## src/rtl/clr_defs.svh

```systemverilog
// Offsets, field positions, reset values and timing counts of the codec link control block
`ifndef CLR_DEFS_SVH
`define CLR_DEFS_SVH

// Register indices
`define CLR_IDX_RESET 7'h00
`define CLR_IDX_PWR 7'h26
`define CLR_IDX_RSVD_LO 7'h28
`define CLR_IDX_RSVD_HI 7'h59
`define CLR_IDX_VND_LO 7'h5a
`define CLR_IDX_VND_HI 7'h7a
`define CLR_IDX_ID_FIRST 7'h7c
`define CLR_IDX_ID_REV 7'h7e

// Power register fields
`define CLR_PWR_CTL_LSB 8
`define CLR_PWR_CTL_MSB 13
`define CLR_PWR_CTL_RST 6'h00

// Frame layout, bit positions counted from the frame start
`define CLR_TAG_LAST 8'h02
`define CLR_SLOT1_FIRST 8'h10
`define CLR_CMD_LAST 8'h37
`define CLR_FRAME_LAST 8'hff

// Timing
`define CLR_SYS_MHZ 125
`define CLR_XTAL_KHZ 24576
`define CLR_BITCLK_KHZ 12288
`define CLR_WARM_MIN_NS 1000
`define CLR_WARM_CYC ((`CLR_WARM_MIN_NS * `CLR_SYS_MHZ + 999) / 1000)

`endif

```

## src/rtl/clr_sync2_fix.sv

```systemverilog
// (unused)

```

## src/rtl/clr_pkg.sv

```systemverilog
// Types shared by the codec link control block
package clr_pkg;

  // Power-down controls, bit 13 down to bit 8
  typedef struct packed {
    logic internal_clock_off;
    logic link_pwrdn;
    logic mixer_pwrdn_ref_off;
    logic mixer_pwrdn_ref_on;
    logic dac_pwrdn;
    logic adc_input_sel_pwrdn;
  } clr_pwr_ctl_t;

  // Readiness status, bit 3 down to bit 0
  typedef struct packed {
    logic ref_ok;
    logic mixer_ok;
    logic dac_ok;
    logic adc_ok;
  } clr_rdy_t;

  // Link pins driven by the controller
  typedef struct packed {
    logic sync;
    logic sdata_out;
  } clr_link_in_t;

  typedef enum logic [2:0] {ST_STRAP, ST_TEST, ST_RUN, ST_SLEEP, ST_WAKE_LO} clr_link_st_t;

  typedef struct packed {
    clr_link_st_t st;
    clr_pwr_ctl_t pwr;
    clr_rdy_t rdy;
    logic [7:0] bit_cnt;
    logic sync_prev;
    logic go;
    logic cap_en;
    logic [2:0] rx_tag;
    logic [39:0] rx_sh;
    logic [55:0] tx_sh;
    logic rsp_pend;
    logic [6:0] rsp_idx;
    logic [15:0] rsp_data;
    logic [7:0] wcnt;
    logic codec_rdy;
    logic sdata_in;
    logic test;
  } clr_state_t;

endpackage : clr_pkg

```

## src/rtl/clr_sync2.sv

```systemverilog
// Two-stage synchroniser for pin inputs
`timescale 1ns/100ps
`default_nettype none
module clr_sync2 #(
  parameter int W = 1
) (
  // Clock and reset
  input wire logic i_clk_sys,
  input wire logic i_rst,
  // Asynchronous in, synchronous out
  input wire logic [W-1:0] i_d,
  output logic [W-1:0] o_q
);
  typedef struct packed {
    logic [W-1:0] meta;
    logic [W-1:0] q;
  } clr_sync_st_t;

  clr_sync_st_t q_r;
  clr_sync_st_t q_nxt;

  always_comb begin
    q_nxt.meta = i_d;
    q_nxt.q = q_r.meta;
  end

  always_ff @(posedge i_clk_sys or posedge i_rst) begin
    if (i_rst) begin
      q_r <= '0;
    end else begin
      q_r <= q_nxt;
    end
  end

  assign o_q = q_r.q;
endmodule : clr_sync2
`default_nettype wire

```

## src/rtl/clr_bitclk_gen.sv

```systemverilog
// Bit clock generator: halves the sampled crystal clock
`timescale 1ns/100ps
`default_nettype none
module clr_bitclk_gen (
  // Clock and reset
  input wire logic i_clk_sys,
  input wire logic i_rst,
  // Sampled crystal and enable
  input wire logic i_xtal_s,
  input wire logic i_run,
  // Bit clock and its edge pulses
  output logic o_bit_clk,
  output logic o_rise,
  output logic o_fall
);
  typedef struct packed {
    logic xtal_d;
    logic bclk;
    logic rise;
    logic fall;
  } clr_gen_st_t;

  clr_gen_st_t q_r;
  clr_gen_st_t q_nxt;
  wire logic xtal_edge;

  assign xtal_edge = i_xtal_s && !q_r.xtal_d;

  always_comb begin
    q_nxt = q_r;
    q_nxt.xtal_d = i_xtal_s;
    q_nxt.rise = 1'b0;
    q_nxt.fall = 1'b0;
    if (!i_run) begin
      // Stopped clock parks low
      q_nxt.bclk = 1'b0;
    end else if (xtal_edge) begin
      q_nxt.bclk = !q_r.bclk;
      q_nxt.rise = !q_r.bclk;
      q_nxt.fall = q_r.bclk;
    end
  end

  always_ff @(posedge i_clk_sys or posedge i_rst) begin
    if (i_rst) begin
      q_r <= '0;
    end else begin
      q_r <= q_nxt;
    end
  end

  assign o_bit_clk = q_r.bclk;
  assign o_rise = q_r.rise;
  assign o_fall = q_r.fall;
endmodule : clr_bitclk_gen
`default_nettype wire

```

## src/rtl/clr_link_ctrl.sv

```systemverilog
// Codec link control: bit clock, frame timing, resets, power register and identification space
`timescale 1ns/100ps
`default_nettype none
`include "clr_defs.svh"
module clr_link_ctrl import clr_pkg::*; #(
  parameter logic [7:0] ID_CHAR_ONE = 8'h51,     // Arbitrary value
  parameter logic [7:0] ID_CHAR_TWO = 8'h52,     // Arbitrary value
  parameter logic [7:0] ID_CHAR_THREE = 8'h53,   // Arbitrary value
  parameter logic [7:0] ID_REVISION = 8'h01,     // Arbitrary value
  parameter logic [15:0] VND_FIRST_VAL = 16'h0000
) (
  // System clock and reset
  input wire logic i_clk_sys,
  input wire logic i_sys_rst,
  // Link pins
  input wire logic i_cold_rst_n,
  input wire logic i_xtal,
  input wire clr_link_in_t i_link,
  output logic o_bit_clk,
  output logic o_sdata_in,
  // Section controls and status
  output clr_pwr_ctl_t o_pwr_ctl,
  output clr_rdy_t o_pwr_status,
  output logic o_codec_ready,
  output logic o_test_mode
);

  // ****************************************
  // Declarations
  // ****************************************
  localparam logic [7:0] WARM_LAST = 8'(`CLR_WARM_CYC - 1);

  clr_state_t q_r;
  clr_state_t q_nxt;
  wire logic rst_a;
  wire logic rst_raw;
  wire logic rst_rel;
  wire logic [2:0] pins_s;
  wire logic xtal_s;
  wire logic sync_s;
  wire logic sdo_s;
  wire logic rise_p;
  wire logic fall_p;
  wire logic [39:0] cmd_w;
  wire logic cmd_done;
  wire logic cmd_rd;
  wire logic [6:0] cmd_idx;
  wire logic [15:0] cmd_wdat;
  wire logic rd_req;
  wire logic wr_any;
  wire logic wr_reset;
  wire logic wr_pwr;
  wire logic [55:0] tx_frame;

  // ****************************************
  // Functions
  // ****************************************
  function automatic clr_rdy_t rdy_of(input clr_pwr_ctl_t p);
    clr_rdy_t r;
    r.ref_ok = !p.mixer_pwrdn_ref_off;
    r.mixer_ok = r.ref_ok && !p.mixer_pwrdn_ref_on && !p.internal_clock_off;
    r.dac_ok = r.ref_ok && !p.dac_pwrdn && !p.internal_clock_off;
    r.adc_ok = r.ref_ok && !p.adc_input_sel_pwrdn && !p.internal_clock_off;
    return r;
  endfunction : rdy_of

  function automatic logic [15:0] reg_read(input logic [6:0] idx, input clr_pwr_ctl_t p,
                                           input clr_rdy_t r);
    logic [15:0] v;
    v = 16'h0000;
    if (idx == `CLR_IDX_PWR) begin
      // Bits 15:14 and 7:4 read zero
      v = {2'b00, p, 4'h0, r};
    end else if (idx == `CLR_IDX_ID_FIRST) begin
      v = {ID_CHAR_ONE, ID_CHAR_TWO};
    end else if (idx == `CLR_IDX_ID_REV) begin
      v = {ID_CHAR_THREE, ID_REVISION};
    end else if (idx == `CLR_IDX_VND_LO) begin
      v = VND_FIRST_VAL;
    end
    return v;
  endfunction : reg_read

  // ****************************************
  // Pin sampling and bit clock
  // ****************************************
  // Cold reset pin resets at once, with no clock needed
  assign rst_raw = i_sys_rst || !i_cold_rst_n;

  // Release waits two clocks, so no flop sees a runt release
  clr_sync2 #(
    .W(1)
  ) u_rst_sync (
    .i_clk_sys(i_clk_sys),
    .i_rst(rst_raw),
    .i_d(1'b1),
    .o_q(rst_rel)
  );

  assign rst_a = !rst_rel;

  // Pins keep being sampled during cold reset so the test strap sees them
  clr_sync2 #(
    .W(3)
  ) u_sync (
    .i_clk_sys(i_clk_sys),
    .i_rst(i_sys_rst),
    .i_d({i_xtal, i_link.sync, i_link.sdata_out}),
    .o_q(pins_s)
  );

  assign xtal_s = pins_s[2];
  assign sync_s = pins_s[1];
  assign sdo_s = pins_s[0];

  clr_bitclk_gen u_bitclk (
    .i_clk_sys(i_clk_sys),
    .i_rst(rst_a),
    .i_xtal_s(xtal_s),
    .i_run(q_r.st == ST_RUN),
    .o_bit_clk(o_bit_clk),
    .o_rise(rise_p),
    .o_fall(fall_p)
  );

  // ****************************************
  // Command decode
  // ****************************************
  assign cmd_w = {q_r.rx_sh[38:0], sdo_s};
  assign cmd_done = fall_p && q_r.cap_en && (q_r.bit_cnt == `CLR_CMD_LAST);
  assign cmd_rd = cmd_w[39];
  assign cmd_idx = cmd_w[38:32];
  assign cmd_wdat = cmd_w[19:4];
  assign rd_req = cmd_done && cmd_rd && q_r.rx_tag[2] && q_r.rx_tag[1];
  assign wr_any = cmd_done && !cmd_rd && (&q_r.rx_tag);
  // Writes elsewhere, reserved and identification space included, are dropped
  assign wr_reset = wr_any && (cmd_idx == `CLR_IDX_RESET);
  assign wr_pwr = wr_any && (cmd_idx == `CLR_IDX_PWR);

  // Slot 0 tag, slot 1 echo of the read index, slot 2 read data
  assign tx_frame = {q_r.codec_rdy, q_r.rsp_pend, q_r.rsp_pend, 13'h0000,
                     1'b0, q_r.rsp_idx, 12'h000,
                     q_r.rsp_data, 4'h0};

  // ****************************************
  // Next state
  // ****************************************
  always_comb begin
    q_nxt = q_r;
    q_nxt.rdy = rdy_of(q_r.pwr);
    q_nxt.test = (q_r.st == ST_TEST);
    case (q_r.st)
      ST_STRAP: begin
        // Any link pin high at release enters test mode
        if (sync_s || sdo_s) begin
          q_nxt.st = ST_TEST;
          q_nxt.test = 1'b1;
        end else begin
          q_nxt.st = ST_RUN;
        end
      end
      ST_TEST: begin
        // Only a reset leaves test mode
        q_nxt.st = ST_TEST;
      end
      ST_RUN: begin
        if (fall_p) begin
          q_nxt.sync_prev = sync_s;
          if (sync_s && !q_r.sync_prev) begin
            q_nxt.go = 1'b1;
            q_nxt.cap_en = 1'b0;
            q_nxt.bit_cnt = 8'h00;
            q_nxt.codec_rdy = 1'b1;
          end else if (q_r.cap_en) begin
            if (q_r.bit_cnt <= `CLR_TAG_LAST) begin
              q_nxt.rx_tag = {q_r.rx_tag[1:0], sdo_s};
            end else if (q_r.bit_cnt >= `CLR_SLOT1_FIRST && q_r.bit_cnt <= `CLR_CMD_LAST) begin
              q_nxt.rx_sh = cmd_w;
            end
            q_nxt.bit_cnt = 8'(q_r.bit_cnt + 8'h01);
            if (q_r.bit_cnt == `CLR_FRAME_LAST) begin
              q_nxt.cap_en = 1'b0;
            end
          end
        end
        if (rise_p) begin
          if (q_r.go) begin
            q_nxt.sdata_in = tx_frame[55];
            q_nxt.tx_sh = {tx_frame[54:0], 1'b0};
            q_nxt.go = 1'b0;
            q_nxt.cap_en = 1'b1;
            q_nxt.rsp_pend = 1'b0;
          end else begin
            q_nxt.sdata_in = q_r.tx_sh[55];
            q_nxt.tx_sh = {q_r.tx_sh[54:0], 1'b0};
          end
        end
        // No sample storage: audio slots go out empty, one frame at a time
        if (rd_req) begin
          q_nxt.rsp_pend = 1'b1;
          q_nxt.rsp_idx = cmd_idx;
          q_nxt.rsp_data = reg_read(cmd_idx, q_r.pwr, q_r.rdy);
        end
        if (wr_reset) begin
          q_nxt.pwr = `CLR_PWR_CTL_RST;
        end
        if (wr_pwr) begin
          q_nxt.pwr = cmd_wdat[`CLR_PWR_CTL_MSB:`CLR_PWR_CTL_LSB];
          if (cmd_wdat[`CLR_PWR_CTL_LSB + 4]) begin
            q_nxt.st = ST_SLEEP;
            q_nxt.codec_rdy = 1'b0;
            q_nxt.sdata_in = 1'b0;
            q_nxt.go = 1'b0;
            q_nxt.cap_en = 1'b0;
            q_nxt.sync_prev = 1'b0;
            q_nxt.wcnt = 8'h00;
          end
        end
      end
      ST_SLEEP: begin
        // Registers hold apart from the wake counter: the logic is fully static
        if (sync_s) begin
          if (q_r.wcnt == WARM_LAST) begin
            q_nxt.st = ST_WAKE_LO;
          end else begin
            q_nxt.wcnt = 8'(q_r.wcnt + 8'h01);
          end
        end else begin
          q_nxt.wcnt = 8'h00;
        end
      end
      ST_WAKE_LO: begin
        // Restarting early would read the wake pulse as a frame
        if (!sync_s) begin
          q_nxt.st = ST_RUN;
          q_nxt.pwr.link_pwrdn = 1'b0;
          q_nxt.wcnt = 8'h00;
        end
      end
      default: begin
        q_nxt.st = ST_STRAP;
      end
    endcase
  end

  // ****************************************
  // State register
  // ****************************************
  always_ff @(posedge i_clk_sys or posedge rst_a) begin
    if (rst_a) begin
      q_r <= '0;
    end else begin
      q_r <= q_nxt;
    end
  end

  assign o_sdata_in = q_r.sdata_in;
  assign o_pwr_ctl = q_r.pwr;
  assign o_pwr_status = q_r.rdy;
  assign o_codec_ready = q_r.codec_rdy;
  assign o_test_mode = q_r.test;
endmodule : clr_link_ctrl
`default_nettype wire

```

## config.mk

```make
export PLATFORM = sky130hd
export DESIGN_NAME = clr_link_ctrl
export DESIGN_NICKNAME = d
export VERILOG_FILES = /design/src/rtl/clr_sync2_fix.sv /design/src/rtl/clr_pkg.sv /design/src/rtl/clr_sync2.sv /design/src/rtl/clr_bitclk_gen.sv /design/src/rtl/clr_link_ctrl.sv
export VERILOG_INCLUDE_DIRS = /design/src /design/src/rtl
export SDC_FILE = /design/constraint.sdc
export NUM_CORES = 1
export LEC_CHECK = 0
export BUFFER_PORTS_ARGS = -buffer_cell sky130_fd_sc_hd__buf_2
export CAP_MARGIN = 10
export CORE_MARGIN = 3
export CORE_UTILIZATION = 45
export DETAILED_ROUTE_END_ITERATION = 8
export GPL_TIMING_DRIVEN = 0
export PLACE_DENSITY = 0.71
export SYNTH_ARGS = -nofsm -noshare
export SYNTH_HDL_FRONTEND = slang
export SYNTH_SLANG_ARGS = --single-unit
```

## constraint.sdc

```tcl
create_clock -name i_clk_sys -period 4.4 [get_ports i_clk_sys]
set_input_delay 0.44 -clock i_clk_sys [delete_from_list [all_inputs] [get_ports i_clk_sys]]
set_output_delay 0.44 -clock i_clk_sys [all_outputs]
set_load 0.01 [all_outputs]
```

Yosys cells after proc, flatten, opt, wreduce, memory -nomap -nowiden
Cells that the tools add are included.

cells by class
  add/sub/neg operators = 2
  order comparisons = 3
  equal/unequal tests = 18
  mux-type cells = 47
  bitwise operators = 2
  reduce and logical (&&, ||, !) cells = 49

operators with widths
  operator                                                               count
  40-bit two-way mux                                                     2
  56-bit two-way mux                                                     1
  46-bit two-way mux                                                     1
  15-bit two-way mux                                                     3
  44-bit two-way mux                                                     1
  43-bit two-way mux                                                     1
  8-bit two-way mux                                                      5
  24-bit two-way mux                                                     1
  3-bit two-way mux                                                      8
  8-bit one-hot mux with 3 select lines                                  1
  10-bit two-way mux                                                     2
  1-bit logical AND                                                      18
  8-bit by 1-bit adder with 8-bit output, second input constant          2
  3-bit one-hot mux with 5 select lines                                  1
  5-bit AND reduction                                                    3
  7-bit equality test, second input constant                             2
  1-bit two-way mux                                                      13
  3-bit AND reduction                                                    4
  1-bit zero test                                                        10
  2-bit != test, second input constant                                   5
  2-bit nonzero test                                                     5
  9-bit two-way mux                                                      1
  8-bit by 6-bit equality test with 1-bit output, second input constant  1
  8-bit by 7-bit equality test with 1-bit output, second input constant  1
  20 further kinds                                                       29

word-level totals
  register bits after elaboration = 170
  output and inout port bits = 14
  word-level logic and storage cells = 154

Longest topological paths before layout
Gate-level depths: netlist (run 1).

  depth in word-level cells = 11
  depth in mapped cells = 7
  depth with buffers taken out = 7

Modules after synthesis
A second synthesis (run 1) with hierarchy kept.

second synthesis, totals
  cells, all modules = 599
  area total of the unflattened synthesis = 6720.2 sq um

by module, submodules not included
  module                   instances  cells an instance  area each (sq um)  seq. area each (sq um)
  clr_link_ctrl            1          578                6374.9             3703.6
  clr_sync2 at u_sync      1          7                  153.9              150.1
  clr_bitclk_gen           1          11                 137.6              100.1
  clr_sync2 at u_rst_sync  1          3                  53.8               50.0

Worst setup path before layout (run 1)
OpenSTA, ideal clock, no wires.

  path type = reg-to-reg
  start point = reg q_r[156] in the netlist's numbering
  end point = reg q_r, in the netlist cmd_idx[2]
  library setup time = 127 ps
  arrival = 1867 ps
  data required time = 4273 ps
  slack = 2406 ps
  stages on the path, launching flop included = 8
  clock period less this slack = 1994 ps
  path through = dfrtp_1 nor3b_4 and2_2 nand3_4 nor4b_4 buf_6 buf_6 mux2_1

on the way
  longest elaborated chain between the ends = 2

RTL lines
  what                                            line                  source
  start: declaration                              clr_link_ctrl.sv:33   clr_state_t q_r;
  start signal: assignment                        clr_link_ctrl.sv:253  q_r <= q_nxt;
  3-bit by 2-bit equality test with 1-bit output  clr_link_ctrl.sv:152  case (q_r.st)
  6-bit AND reduction (no source line)            -

Every way passes these cells.
A chain may end at the register's enable or synchronous reset.

Worst setup path in the final report (run 1)
  start point = reg q_r[156] in the netlist's numbering
  end point = reg q_r, in the netlist cmd_idx[5]

The elaborated chain is that of the path after synthesis.

==> results of run 1 <==
-- kinds of logic (layout without fill, tap and decap cells) --
logic type / count (synthesis) / in the layout / share of synthesized area, %
XOR/XNOR: 12 / 12 / 1.55
flip-flops: 160 / 160 / 59.2
buffers and inverters: 47 / 101 / 3.53
multiplexers: 74 / 74 / 11.9
other: 1 / 1 / 0.0554
AO/OA/AOI/OAI: 97 / 97 / 8.07
AND/OR/NAND/NOR: 194 / 194 / 15.0
adder cells (fa/ha/maj): 4 / 4 / 0.740
-- critical path, delay by kind of cell, from the launching register on --
kind / cells / cell delay [ns]
AND/OR/NAND/NOR: 4 / 1.05
flip-flops: 1 / 0.46
buffers and inverters: 2 / 0.37
multiplexers: 1 / 0.33
-- synthesized netlist by cell type, types with 2 or more instances --
cell	count
buf_4	12
nor2_1	21
dfrtp_1	160
clkbuf_1	22
nor3_1	9
xnor2_1	4
a22oi_1	2
o21ai_0	69
nor2b_1	4
nand4_1	8
inv_1	7
o2bb2ai_1	6
mux2_1	10
nand3_1	12
nand2b_1	34
mux2_2	40
buf_1	2
buf_6	2
and4_1	3
a21oi_1	9
nor4b_1	2
or3_1	3
a22o_1	5
mux2i_1	24
and3_1	4
xor2_1	8
buf_2	2
ha_1	4
nand2_1	81
-- power groups by stage --
stage / clock network (W) / logic [W] / registers (W)
after detailed placement: 0 / 0.0000456 / 0.00152
after global routing: 0.00149 / 0.0000525 / 0.00149
after global placement: 0 / 0.0000154 / 0.00154
final: 0.00139 / 0.0000448 / 0.00149
after floorplan: 0 / 0.0000117 / 0.00153
after CTS: 0.00143 / 0.0000467 / 0.00149
-- area by class of cell --
class / count / share of cell area, %
clock buffer: 21 / 5.83
multi-input combinational: 382 / 32.6
buffer: 40 / 2.75
sequential: 160 / 51.9
tap: 184 / 2.98
timing repair buffer: 23 / 2.20
clock inverter: 10 / 1.36
inverter: 7 / 0.340
-- per-stage QoR --
step                util, %  instances
finish                 52.7        827
global route           52.7        827
CTS                    52.7        827
detailed placement     48.8        794
global placement       48.4        792
floorplan                 -        589
-- layer usage --
layer	wire, um	up-vias	global-route usage, %
met5	0	-	0
met4	147	0	5.62
met3	430	13	4.52
met2	6170	47	27.2
met1	5620	2163	21.5
li1	-	2102	-
-- registers in the layout, indices dropped and copies added (netlist names) --
register and cells:
cmd_idx 7, cmd_rd 1, cmd_w 31, o_codec_ready 1
o_pwr_ctl 6, o_pwr_status 4, o_sdata_in 1, o_test_mode 1
q_r 96, u_bitclk.o_bit_clk 1, u_bitclk.o_fall 1, u_bitclk.o_rise 1
u_bitclk.q_r 1, u_rst_sync.o_q 1, u_rst_sync.q_nxt 1, u_sync.o_q 3
u_sync.q_nxt 3
-- timing repair --
item                                   CTS  global route
setup endpoints to repair                0             0
hold buffers                             2             0
endpoints found under the hold margin    8             0
-- worst paths after layout --
| path | end | slack (ns) | cells past startpoint |
|---|---|---|---|
| setup / recovery | cmd_idx[5]$_DFFE_PN0P_ | 2.07 | 7 |
| hold / removal | u_sync.q_nxt[0]$_DFF_PP0_ | 0.12 | 1 |
| setup reg to reg | cmd_idx[5]$_DFFE_PN0P_ | 2.07 | 7 |
| hold reg to reg | q_r[7]$_DFFE_PN0P_ | 0.25 | 0 |
| max in group asynchronous | q_r[72]$_DFFE_PN0P_ | 3.17 | 2 |
| min in group asynchronous | q_r[7]$_DFFE_PN0P_ | 0.25 | 0 |
==> results.txt, run 1 <==
Clock Pin Slew Worst Setup and Hold Paths: 0.06 ns
Total GRT Usage: 16.6%
power per cell area: 378 mW/mm^2
layout cell share with drive strength beyond 1: 17.7%
hold_sp: i_link[0]
largest net degree at the start of global routing: 69
status: complete, no violations
drt wl/cell: 15.0 um
NetSw: 0.000633 W
Final Skew: 0.0167 ns
# fillers: 1278
CP arrival: 2.64 ns
leading area contributor after synthesis: dfrtp_1
Clock Power Share: 47.5%
HPWL Detailed: 8540 um
remaining antenna violation count: 0
Final Critical Period: 2.33 ns
Worst Hold Slack: 0.119 ns
grt total ovfl: 0
highest-count cells in the layout ignoring fill and taps: dfrtp_1, nand2_1, o21ai_0
total core area: 0.0146 sq mm
Die H: 129 um
mapped cell area: 0.00676 sq mm
Finished Cell Area: 0.00772 sq mm
worst setup path category: flip-flop to flip-flop
Total Neg Setup Slack: 0 ns
CTS Buf Count: 17
r2r startpoint: q_r[156]$_DFFE_PN0P_
cells along the critical path: nor3b_4 -> and2_2 -> nand3_4 -> nor4b_4 -> buf_6 -> buf_6 -> mux2_1
Post-synth top flop: dfrtp_1
Max clock buf depth: 2
Total Power: 0.00292 W
Area growth, synth to finish: 14.2%
Final setup viols: 0
H-tree depth: 4
syn nets: 599
Leak: 3.42 nW
router iterations before antenna repair: 4
Avg Inst Size Synth: 11.5 sq um
synth warn: 0
RSZ-0062 raised after global routing: no
fin crit share: 53.0%
Post-synth EDFFs: 0
Synth top area share: 59.2%
placed cell areas: 0.00715 sq mm
Die X: 129 um
Cell Int Power: 0.00229 W
Seq pwr share: 50.9%
post-synthesis cell count: 589
FF+latch count, synth: 160
critical path endpoint category: flip-flop
Net Sw Frac: 21.7%
Via density: 5.23
Multi-input gate area: 0.00252 sq mm
CP max stage cell: dfrtp_1
row count: 44
Peak VDD IR: 0.325 mV
antenna violations before repair: 0
final worst slack: 2.07 ns
Req. time, crit path: 4.70 ns
sequential standard cell area: 0.00401 sq mm
die area: 0.0165 sq mm
synth top area cells: dfrtp_1, mux2_2, o21ai_0, nand2_1, mux2i_1
First DRT Iteration DRCs: 273
Worst setup SP type: flip-flop
headroom to the max-slew limit: 53.0%
via count: 4325
first-pass GRT wire length: 21900 um
Worst Hold Class: primary input to flip-flop
max cap viols: 0
CTS tree: built
post-CTS sizing: 0
Gate power share: 1.5%
drt total wl: 12400 um
Post-CTS Setup Bufs: 0
antenna cells: 0
fmax: 429 MHz
# clock sinks: 160
worst slack, placed: 2.05 ns
initial core utilization: 46.2%
critical path startpoint: q_r[156]$_DFFE_PN0P_
Slew @ Worst Pin: 0.698 ns
FFs w/ async S/R, synth: 100%
Critical Path Most Common Cell: buf_6
Final Wtd Congestion: 0.847
Final nets: 641
PortBufs: 19
clk_lat worst skew: 0.43 ns
DRC viols: 0
IO Pins: 20
pins over their slew limit: 0
vias in the first global route: 4548
crit-path max cell delay: 0.46 ns
crit path max fanout: 10
CTS root buffer: clkbuf_16
commonest non-fill, non-tap cell in the layout: dfrtp_1
final hold violations: 0
Netlist cell types: 49
sequential-to-total area share from yosys stat: 59.2%
Note: power is estimated with default switching activity, not from simulation.
==> run 2, diff against run 1 <==
Settings changed: ABC_AREA from default to 1.
Clock period 4.4 ns to 1.97 ns, I/O delays scaled along.
==> run 2 against run 1 <==
  * Utilization is 0.57 points higher
  * Register-to-register slack lost 1.9 ns
  * First-iteration DRC count rose by 49%
  * Via count rose by 24%
  * Sequential share of layout area down 2.8 points
  * Critical path depth is 1 higher
  * Critical endpoint is now q_r[53]$_DFFE_PN0P_
  * Largest power group unchanged
==> results.txt, run 2 <==
PortBufs: 19 (unchanged)
Die X: 131 um (+2.1%)
IO Pins: 20 (unchanged)
Via density: 4.99 (-4.5%)
Net Sw Frac: 29.7% (+8.0 points)
highest-count cells in the layout ignoring fill and taps: nand2_1, dfrtp_1, inv_1
initial core utilization: 46.2% (about the same)
drt total wl: 14500 um (+18%)
# clock sinks: 160 (unchanged)
Post-synth EDFFs: 0 (unchanged)
mapped cell area: 0.00707 sq mm (+4.5%)
First DRT Iteration DRCs: 407 (+49%)
pins over their slew limit: 0 (unchanged)
Total Neg Setup Slack: 0 ns (unchanged)
post-synthesis cell count: 802 (+36%)
Clock Power Share: 38.8% (-8.7 points)
Leak: 3.75 nW (+9.6%)
most common cell in the netlist: nand2_1
Top reg by flops: q_r
largest net degree at the start of global routing: 73 (+5.8%)
H-tree depth: 4 (unchanged)
Synth top area share: 56.6% (-2.6 points)
syn nets: 812 (+36%)
worst setup path category: flip-flop to flip-flop
Worst setup SP type: flip-flop
final hold violations: 0 (unchanged)
FF+latch count, synth: 160 (unchanged)
NetSw: 0.00256 W (+300%)
commonest non-fill, non-tap cell in the layout: nand2_1
fin crit share: 93.4% (+40 points)
Final Wtd Congestion: 0.831 (-1.8%)
Final nets: 858 (+34%)
synth top area cells: dfrtp_1, nand2_1, inv_1, o21ai_0, nor2_1
Post-Place Cells: 1034 (+30%)
Slew @ Worst Pin: 0.556 ns (-0.142 ns)
total core area: 0.0153 sq mm (+4.6%)
Max clock buf depth: 2 (unchanged)
CP arrival: 2.11 ns (-0.53 ns)
Total GRT Usage: 17.7% (+1.1 points)
router iterations before antenna repair: 4 (unchanged)
Worst Hold Slack: 0.233 ns (+0.114 ns)
drt wl/cell: 13.6 um (-9.3%)
Final Critical Period: 1.84 ns (-0.491 ns)
Netlist cell types: 35 (-29%)
Post-synth top flop: dfrtp_1
die area: 0.0173 sq mm (+4.3%)
antenna violations before repair: 0 (unchanged)
status: complete, no violations
clk_lat worst skew: 0.42 ns (about the same)
layout cell share with drive strength beyond 1: 13.0% (-4.7 points)
synth warn: 0 (unchanged)
met2 usage: 28.2% (+0.95 points)
Critical Path Most Common Cell: nand2_2
first-pass GRT wire length: 25300 um (+16%)
antenna cells: 0 (unchanged)
fmax: 544 MHz (+27%)
Gate power share: 15.3% (+14 points)
Die H: 131 um (+2.1%)
CTS tree: built
max cap viols: 0 (unchanged)
vias in the first global route: 5260 (+16%)
Area growth, synth to finish: 15.5%
remaining antenna violation count: 0 (unchanged)
cells along the critical path: inv_1 -> nand2_2 -> nor2_4 -> buf_6 -> nand2_2 -> clkinv_2 -> clkbuf_1 -> o21ai_0
CP max stage cell: dfrtp_1
leading area contributor after synthesis: dfrtp_1
power per cell area: 1060 mW/mm^2 (+180%)
HPWL Detailed: 9500 um (+11%)
Avg Inst Size Synth: 8.82 sq um (-23%)
M3 GR Usage: 3.64% (-0.89 points)
via count: 5352 (+24%)
Seq pwr share: 45.9% (-5.0 points)
Post-synth top cells: nand2_1, dfrtp_1, inv_1, o21ai_0, nor2_1
row count: 45 (+2.3%)
final core occ: 53.3% (+0.57 points)
FFs w/ async S/R, synth: 100% (unchanged)
grt total ovfl: 0 (unchanged)
Final Skew: 0.0192 ns (+0.00257 ns)
CTS root buffer: clkbuf_16
# fillers: 1388 (+8.6%)
Total Power: 0.00862 W (+190%)
Final setup viols: 0 (unchanged)
crit path max fanout: 10 (unchanged)
Req. time, crit path: 2.24 ns (-2.46 ns)
Cell Int Power: 0.00606 W (+160%)
Peak VDD IR: 0.765 mV (+140%)
Cell Count, Final, Fillers Out: 1072 (+30%)
grt peak-use layer: met2
sequential-to-total area share from yosys stat: 56.6% (-2.6 points)
number of flip-flops in the largest register: 96 (unchanged)
DRC viols: 0 (unchanged)
critical path endpoint category: flip-flop
M1 GR Usage: 24.7% (+3.2 points)
headroom to the max-slew limit: 62.9% (+9.9 points)
crit-path max cell delay: 0.41 ns (-0.05 ns)
Worst Hold Class: primary input to asynchronous set/reset pin
Clock Pin Slew Worst Setup and Hold Paths: 0.07 ns (about the same)
CTS Buf Count: 17 (unchanged)
[run 2: logic make-up (layout without fill, tap and decap cells)]
| logic type | Yosys count | after routing | synth area share, % |
|---|---|---|---|
| compound gates | 152 | 152 | 12.7 |
| xor+xnor | 1 | 1 | 0.124 |
| fa+ha+maj | 4 | 4 | 0.708 |
| buf+inv | 159 | 218 | 9.93 |
| flops | 160 | 160 | 56.6 |
| other cells | 1 | 1 | 0.0530 |
| simple gates | 325 | 325 | 19.9 |
[run 2: worst max-delay path, delay by kind of cell, from the launching register on]
family	cells	cell delay, ns
buf+inv	4	0.78
compound gates	1	0.18
simple gates	3	0.31
flops	1	0.41
[run 2: layer usage]
| metal | routed length, um | up-vias | part of all wire, % |
|---|---|---|---|
| met5 | 0 | - | 0 |
| met4 | 226 | 0 | 1.6 |
| met3 | 451 | 18 | 3.1 |
| met2 | 6760 | 80 | 46 |
| met1 | 7100 | 2589 | 49 |
| li1 | - | 2665 | - |
[run 2: final timing paths]
| kind | end | startpoint | cells past startpoint | slack, ns |
|---|---|---|---|---|
| max in group asynchronous | q_r[73]$_DFFE_PN0P_ | u_rst_sync.o_q$_DFF_PP0_ | 1 | 0.90 |
| max reg2reg | q_r[53]$_DFFE_PN0P_ | q_r[157]$_DFFE_PN0P_ | 8 | 0.13 |
| max | q_r[53]$_DFFE_PN0P_ | q_r[157]$_DFFE_PN0P_ | 8 | 0.13 |
| min reg2reg | cmd_w[25]$_DFFE_PN0P_ | u_rst_sync.o_q$_DFF_PP0_ | 0 | 0.32 |
| min | u_sync.q_nxt[0]$_DFF_PP0_ | i_sys_rst | 3 | 0.23 |
| min in group i_clk_sys | u_sync.o_q[1]$_DFF_PP0_ | u_sync.q_nxt[1]$_DFF_PP0_ | 0 | 0.35 |
[run 2: what timing repair did]
item                       in CTS  in global routing
gates resized for setup         0                  4
setup endpoints to repair       0                 11
hold endpoints to repair       11                  0
buffers inserted                0                  0
hold buffers                    6                  0
[run 2: stage by stage]
| stage | setup slack, ns | area, sq um |
|---|---|---|
| detailed placement | 0.0694 | 7490 |
| CTS | 0.0525 | 8150 |
| global placement | -0.197 | 7430 |
| finish | 0.130 | 8170 |
| global route | -0.00413 | 8170 |
| floorplan | 0.363 | 7070 |
[run 2: final cells by class]
class | count | area, sq um | share of cell area (%)
Buffer | 42 | 262 | 3.20
Timing Repair Buffer | 27 | 210 | 2.57
Clock buffer | 17 | 425 | 5.21
Multi-Input combinational cell | 483 | 2380 | 29.2
Tap cell | 211 | 264 | 3.23
Clock inverter | 15 | 174 | 2.13
Inverter | 117 | 440 | 5.39
Sequential cell | 160 | 4010 | 49.1
[run 2: power groups by stage]
stage | combinational (W) | clock (W) | sequential, W
global placement | 0.00122 | 0 | 0.00403
detailed placement | 0.00131 | 0 | 0.00401
floorplan | 0.000945 | 0 | 0.00399
global route | 0.00153 | 0.00354 | 0.00402
CTS | 0.00133 | 0.00339 | 0.00396
finish | 0.00132 | 0.00334 | 0.00396
==> run 3, diff against run 2 <==
Settings changed: CAP_MARGIN 10 to 20, CORE_UTILIZATION 45 to 28, PLACE_DENSITY 0.71 to 0.52.
==> run 3 against run 2 <==
  * Via count is 2.7% lower
  * Sequential power hardly changed
  * Sequential share of layout area is 0.67 points lower
  * Total power is 0.88% lower
  * Routed wire length is 3.3% higher
  * Global-route usage is 5.8 points lower
  * Clock-buffer cell count is 3 higher
  * First-iteration DRC count is 21% lower
  * Die area is 58% higher
  * Highest routed layer unchanged
  * Non-clock buffer count stayed put
==> results.txt, run 3 (synthesis results as in run 2) <==
status: complete, no violations
Total GRT Usage: 11.9% (-5.8 points)
Final setup viols: 0 (unchanged)
clk_lat worst skew: 0.42 ns (about the same)
cells along the critical path: inv_1 -> nand2_2 -> nor2_4 -> buf_6 -> nand2_2 -> clkinv_2 -> buf_1 -> o21ai_0
r2r endpoint: q_r[75]$_DFFE_PN0P_
Final nets: 858 (unchanged)
pins over their slew limit: 0 (unchanged)
row count: 57 (+27%)
commonest non-fill, non-tap cell in the layout: nand2_1
drt total wl: 15000 um (+3.3%)
Clock Pin Slew Worst Setup and Hold Paths: 0.06 ns (about the same)
First DRT Iteration DRCs: 323 (-21%)
Slew @ Worst Pin: 0.528 ns (-0.0285 ns)
H-tree depth: 4 (unchanged)
CTS Buf Count: 17 (unchanged)
crit-path max cell delay: 0.41 ns (about the same)
fin crit share: 93.9% (+0.51 points)
crit path max fanout: 10 (unchanged)
Finished Cell Area: 0.00828 sq mm (+1.4%)
via count: 5206 (-2.7%)
Clock Power Share: 38.2% (-0.6 points)
r2r startpoint: q_r[157]$_DFFE_PN0P_
layout cell share with drive strength beyond 1: 12.9% (-0.12 points)
PortBufs: 19 (unchanged)
Top reg by flops: q_r
max cap viols: 0 (unchanged)
vias in the first global route: 5049 (-4.0%)
Cell Count, Final, Fillers Out: 1185 (+11%)
antenna violations before repair: 0 (unchanged)
Final Skew: 0.00898 ns (-0.0103 ns)
Total Neg Setup Slack: 0 ns (unchanged)
total core area: 0.0245 sq mm (+60%)
final core occ: 33.7% (-20 points)
crit-path leading delay family: buffers and inverters
Critical Path Most Common Cell: nand2_2
DRC viols: 0 (unchanged)
power per cell area: 1030 mW/mm^2 (-2.2%)
Worst Hold Class: primary input to asynchronous set/reset pin
Leak: 3.75 nW (about the same)
headroom to the max-slew limit: 64.8% (+1.9 points)
router iterations before antenna repair: 4 (unchanged)
Area growth, synth to finish: 17.1%
HPWL Detailed: 10100 um (+6.2%)
Die H: 165 um (+26%)
IO Pins: 20 (unchanged)
CP arrival: 2.13 ns (+0.02 ns)
# clock sinks: 160 (unchanged)
Post-Place Cells: 1147 (+11%)
Gate power share: 15.5% (+0.2 points)
initial core utilization: 28.8% (-17 points)
Cell Int Power: 0.00606 W (about the same)
worst setup path category: flip-flop to flip-flop
r2r worst-path depth: 8 (unchanged)
Net Sw Frac: 29.1% (-0.62 points)
NetSw: 0.00248 W (-2.9%)
antenna cells: 0 (unchanged)
Req. time, crit path: 2.25 ns (about the same)
fmax: 541 MHz (-0.54%)
first-pass GRT wire length: 25900 um (+2.0%)
Reg2Reg Setup Slack: 0.12 ns (about the same)
CTS tree: built
placed cell areas: 0.00763 sq mm (+1.9%)
number of flip-flops in the largest register: 96 (unchanged)
Via density: 4.39 (-12%)
Peak VDD IR: 0.518 mV (-32%)
# fillers: 2543 (+83%)
Max clock buf depth: 2 (unchanged)
drt wl/cell: 12.7 um (-6.6%)
RSZ-0062 raised after global routing: yes
highest-count cells in the layout ignoring fill and taps: nand2_1, dfrtp_1, inv_1
Worst setup SP type: flip-flop
remaining antenna violation count: 0 (unchanged)
CP max stage cell: dfrtp_1
Final Wtd Congestion: 0.795 (-4.4%)
largest net degree at the start of global routing: 68 (-6.8%)
critical path endpoint category: flip-flop
CTS root buffer: clkbuf_16
Final Critical Period: 1.85 ns (+0.0100 ns)
die area: 0.0272 sq mm (+58%)
grt total ovfl: 0 (unchanged)
final hold violations: 0 (unchanged)
Seq pwr share: 46.3% (+0.4 points)
Die X: 165 um (+26%)
WP buf/inv: 4 (unchanged)
run 3: changes by cell type in the layout (fill, tap and decap cells not counted), moves of 2 or more:
cell	previous run	this run
nor2_2	3	5
inv_8	2	0
nor2_4	6	4
clkinv_4	2	5
inv_6	5	1
clkinvlp_4	4	1
clkinv_2	1	4
run 3: final cells by class:
class / count / area [sq um] / share of cell area, %
flip-flops and latches: 160 / 4010 / 48.4
clock buffers: 20 / 447 / 5.40
multi-input cells: 483 / 2370 / 28.7
clock inverters: 12 / 135 / 1.63
repair buffers: 27 / 210 / 2.54
plain buffers: 42 / 262 / 3.16
well taps: 324 / 405 / 4.90
inverters: 117 / 440 / 5.32
run 3: how the worst max path moves through the flow:
stage | from | to | slack [ns] | cells past startpoint
6_report | q_r[157]$_DFFE_PN0P_ | q_r[75]$_DFFE_PN0P_ | 0.12 | 8
5_1_grt | q_r[138]$_DFFE_PN0P_ | o_pwr_ctl[4]$_DFFE_PN0P_ | -0.03 | 10
4_1_cts | q_r[3]$_DFFE_PN0P_ | q_r[9]$_DFFE_PN0P_ | 0.05 | 10
3_5_place_dp | q_r[3]$_DFFE_PN0P_ | q_r[9]$_DFFE_PN0P_ | 0.07 | 10
3_3_place_gp | u_rst_sync.o_q$_DFF_PP0_ | q_r[62]$_DFFE_PN0P_ | -0.30 | 0
2_1_floorplan | u_rst_sync.o_q$_DFF_PP0_ | cmd_idx[0]$_DFFE_PN0P_ | 0.36 | 0
run 3: per-stage QoR:
stage	setup WS, ns	total power (W)	hold slack, ns
floorplan	0.363	0.00493	-0.0120
global placement	-0.298	0.00531	0.100
detailed placement	0.0670	0.00534	0.107
CTS	0.0533	0.00865	0.219
global route	-0.0315	0.00907	0.245
finish	0.120	0.00854	0.239
run 3: timing repair:
action | CTS | global route
hold buffers | 6 | 0
endpoints found under the setup margin | 0 | 13
resized for setup | 0 | 4
buffers inserted | 0 | 0
endpoints found under the hold margin | 11 | 0
run 3: worst reg2reg max path, stage by stage, from the launching register on:
cell      delay [ns]
dfrtp_1         0.41
inv_1           0.09
nand2_2         0.07
nor2_4          0.13
buf_6           0.17
nand2_2         0.13
clkinv_2        0.14
buf_1           0.41
o21ai_0         0.17
run 3: metal layers:
metal	GRT usage, %	vias to the layer above	wire, um	share of wire, %
li1	-	2663	-	-
met1	17.1	2472	7830	52
met2	17.7	58	6580	44
met3	3.16	13	452	3.0
met4	3.20	0	153	1.0
met5	0	-	0	0
run 3: power groups by stage:
| stage | sequential [W] | clock [W] | combinational [W] |
|---|---|---|---|
| 5_1_grt | 0.00400 | 0.00352 | 0.00154 |
| 4_1_cts | 0.00395 | 0.00335 | 0.00135 |
| 2_1_floorplan | 0.00399 | 0 | 0.000945 |
| 6_report | 0.00395 | 0.00326 | 0.00133 |
| 3_3_place_gp | 0.00405 | 0 | 0.00125 |
| 3_5_place_dp | 0.00401 | 0 | 0.00133 |
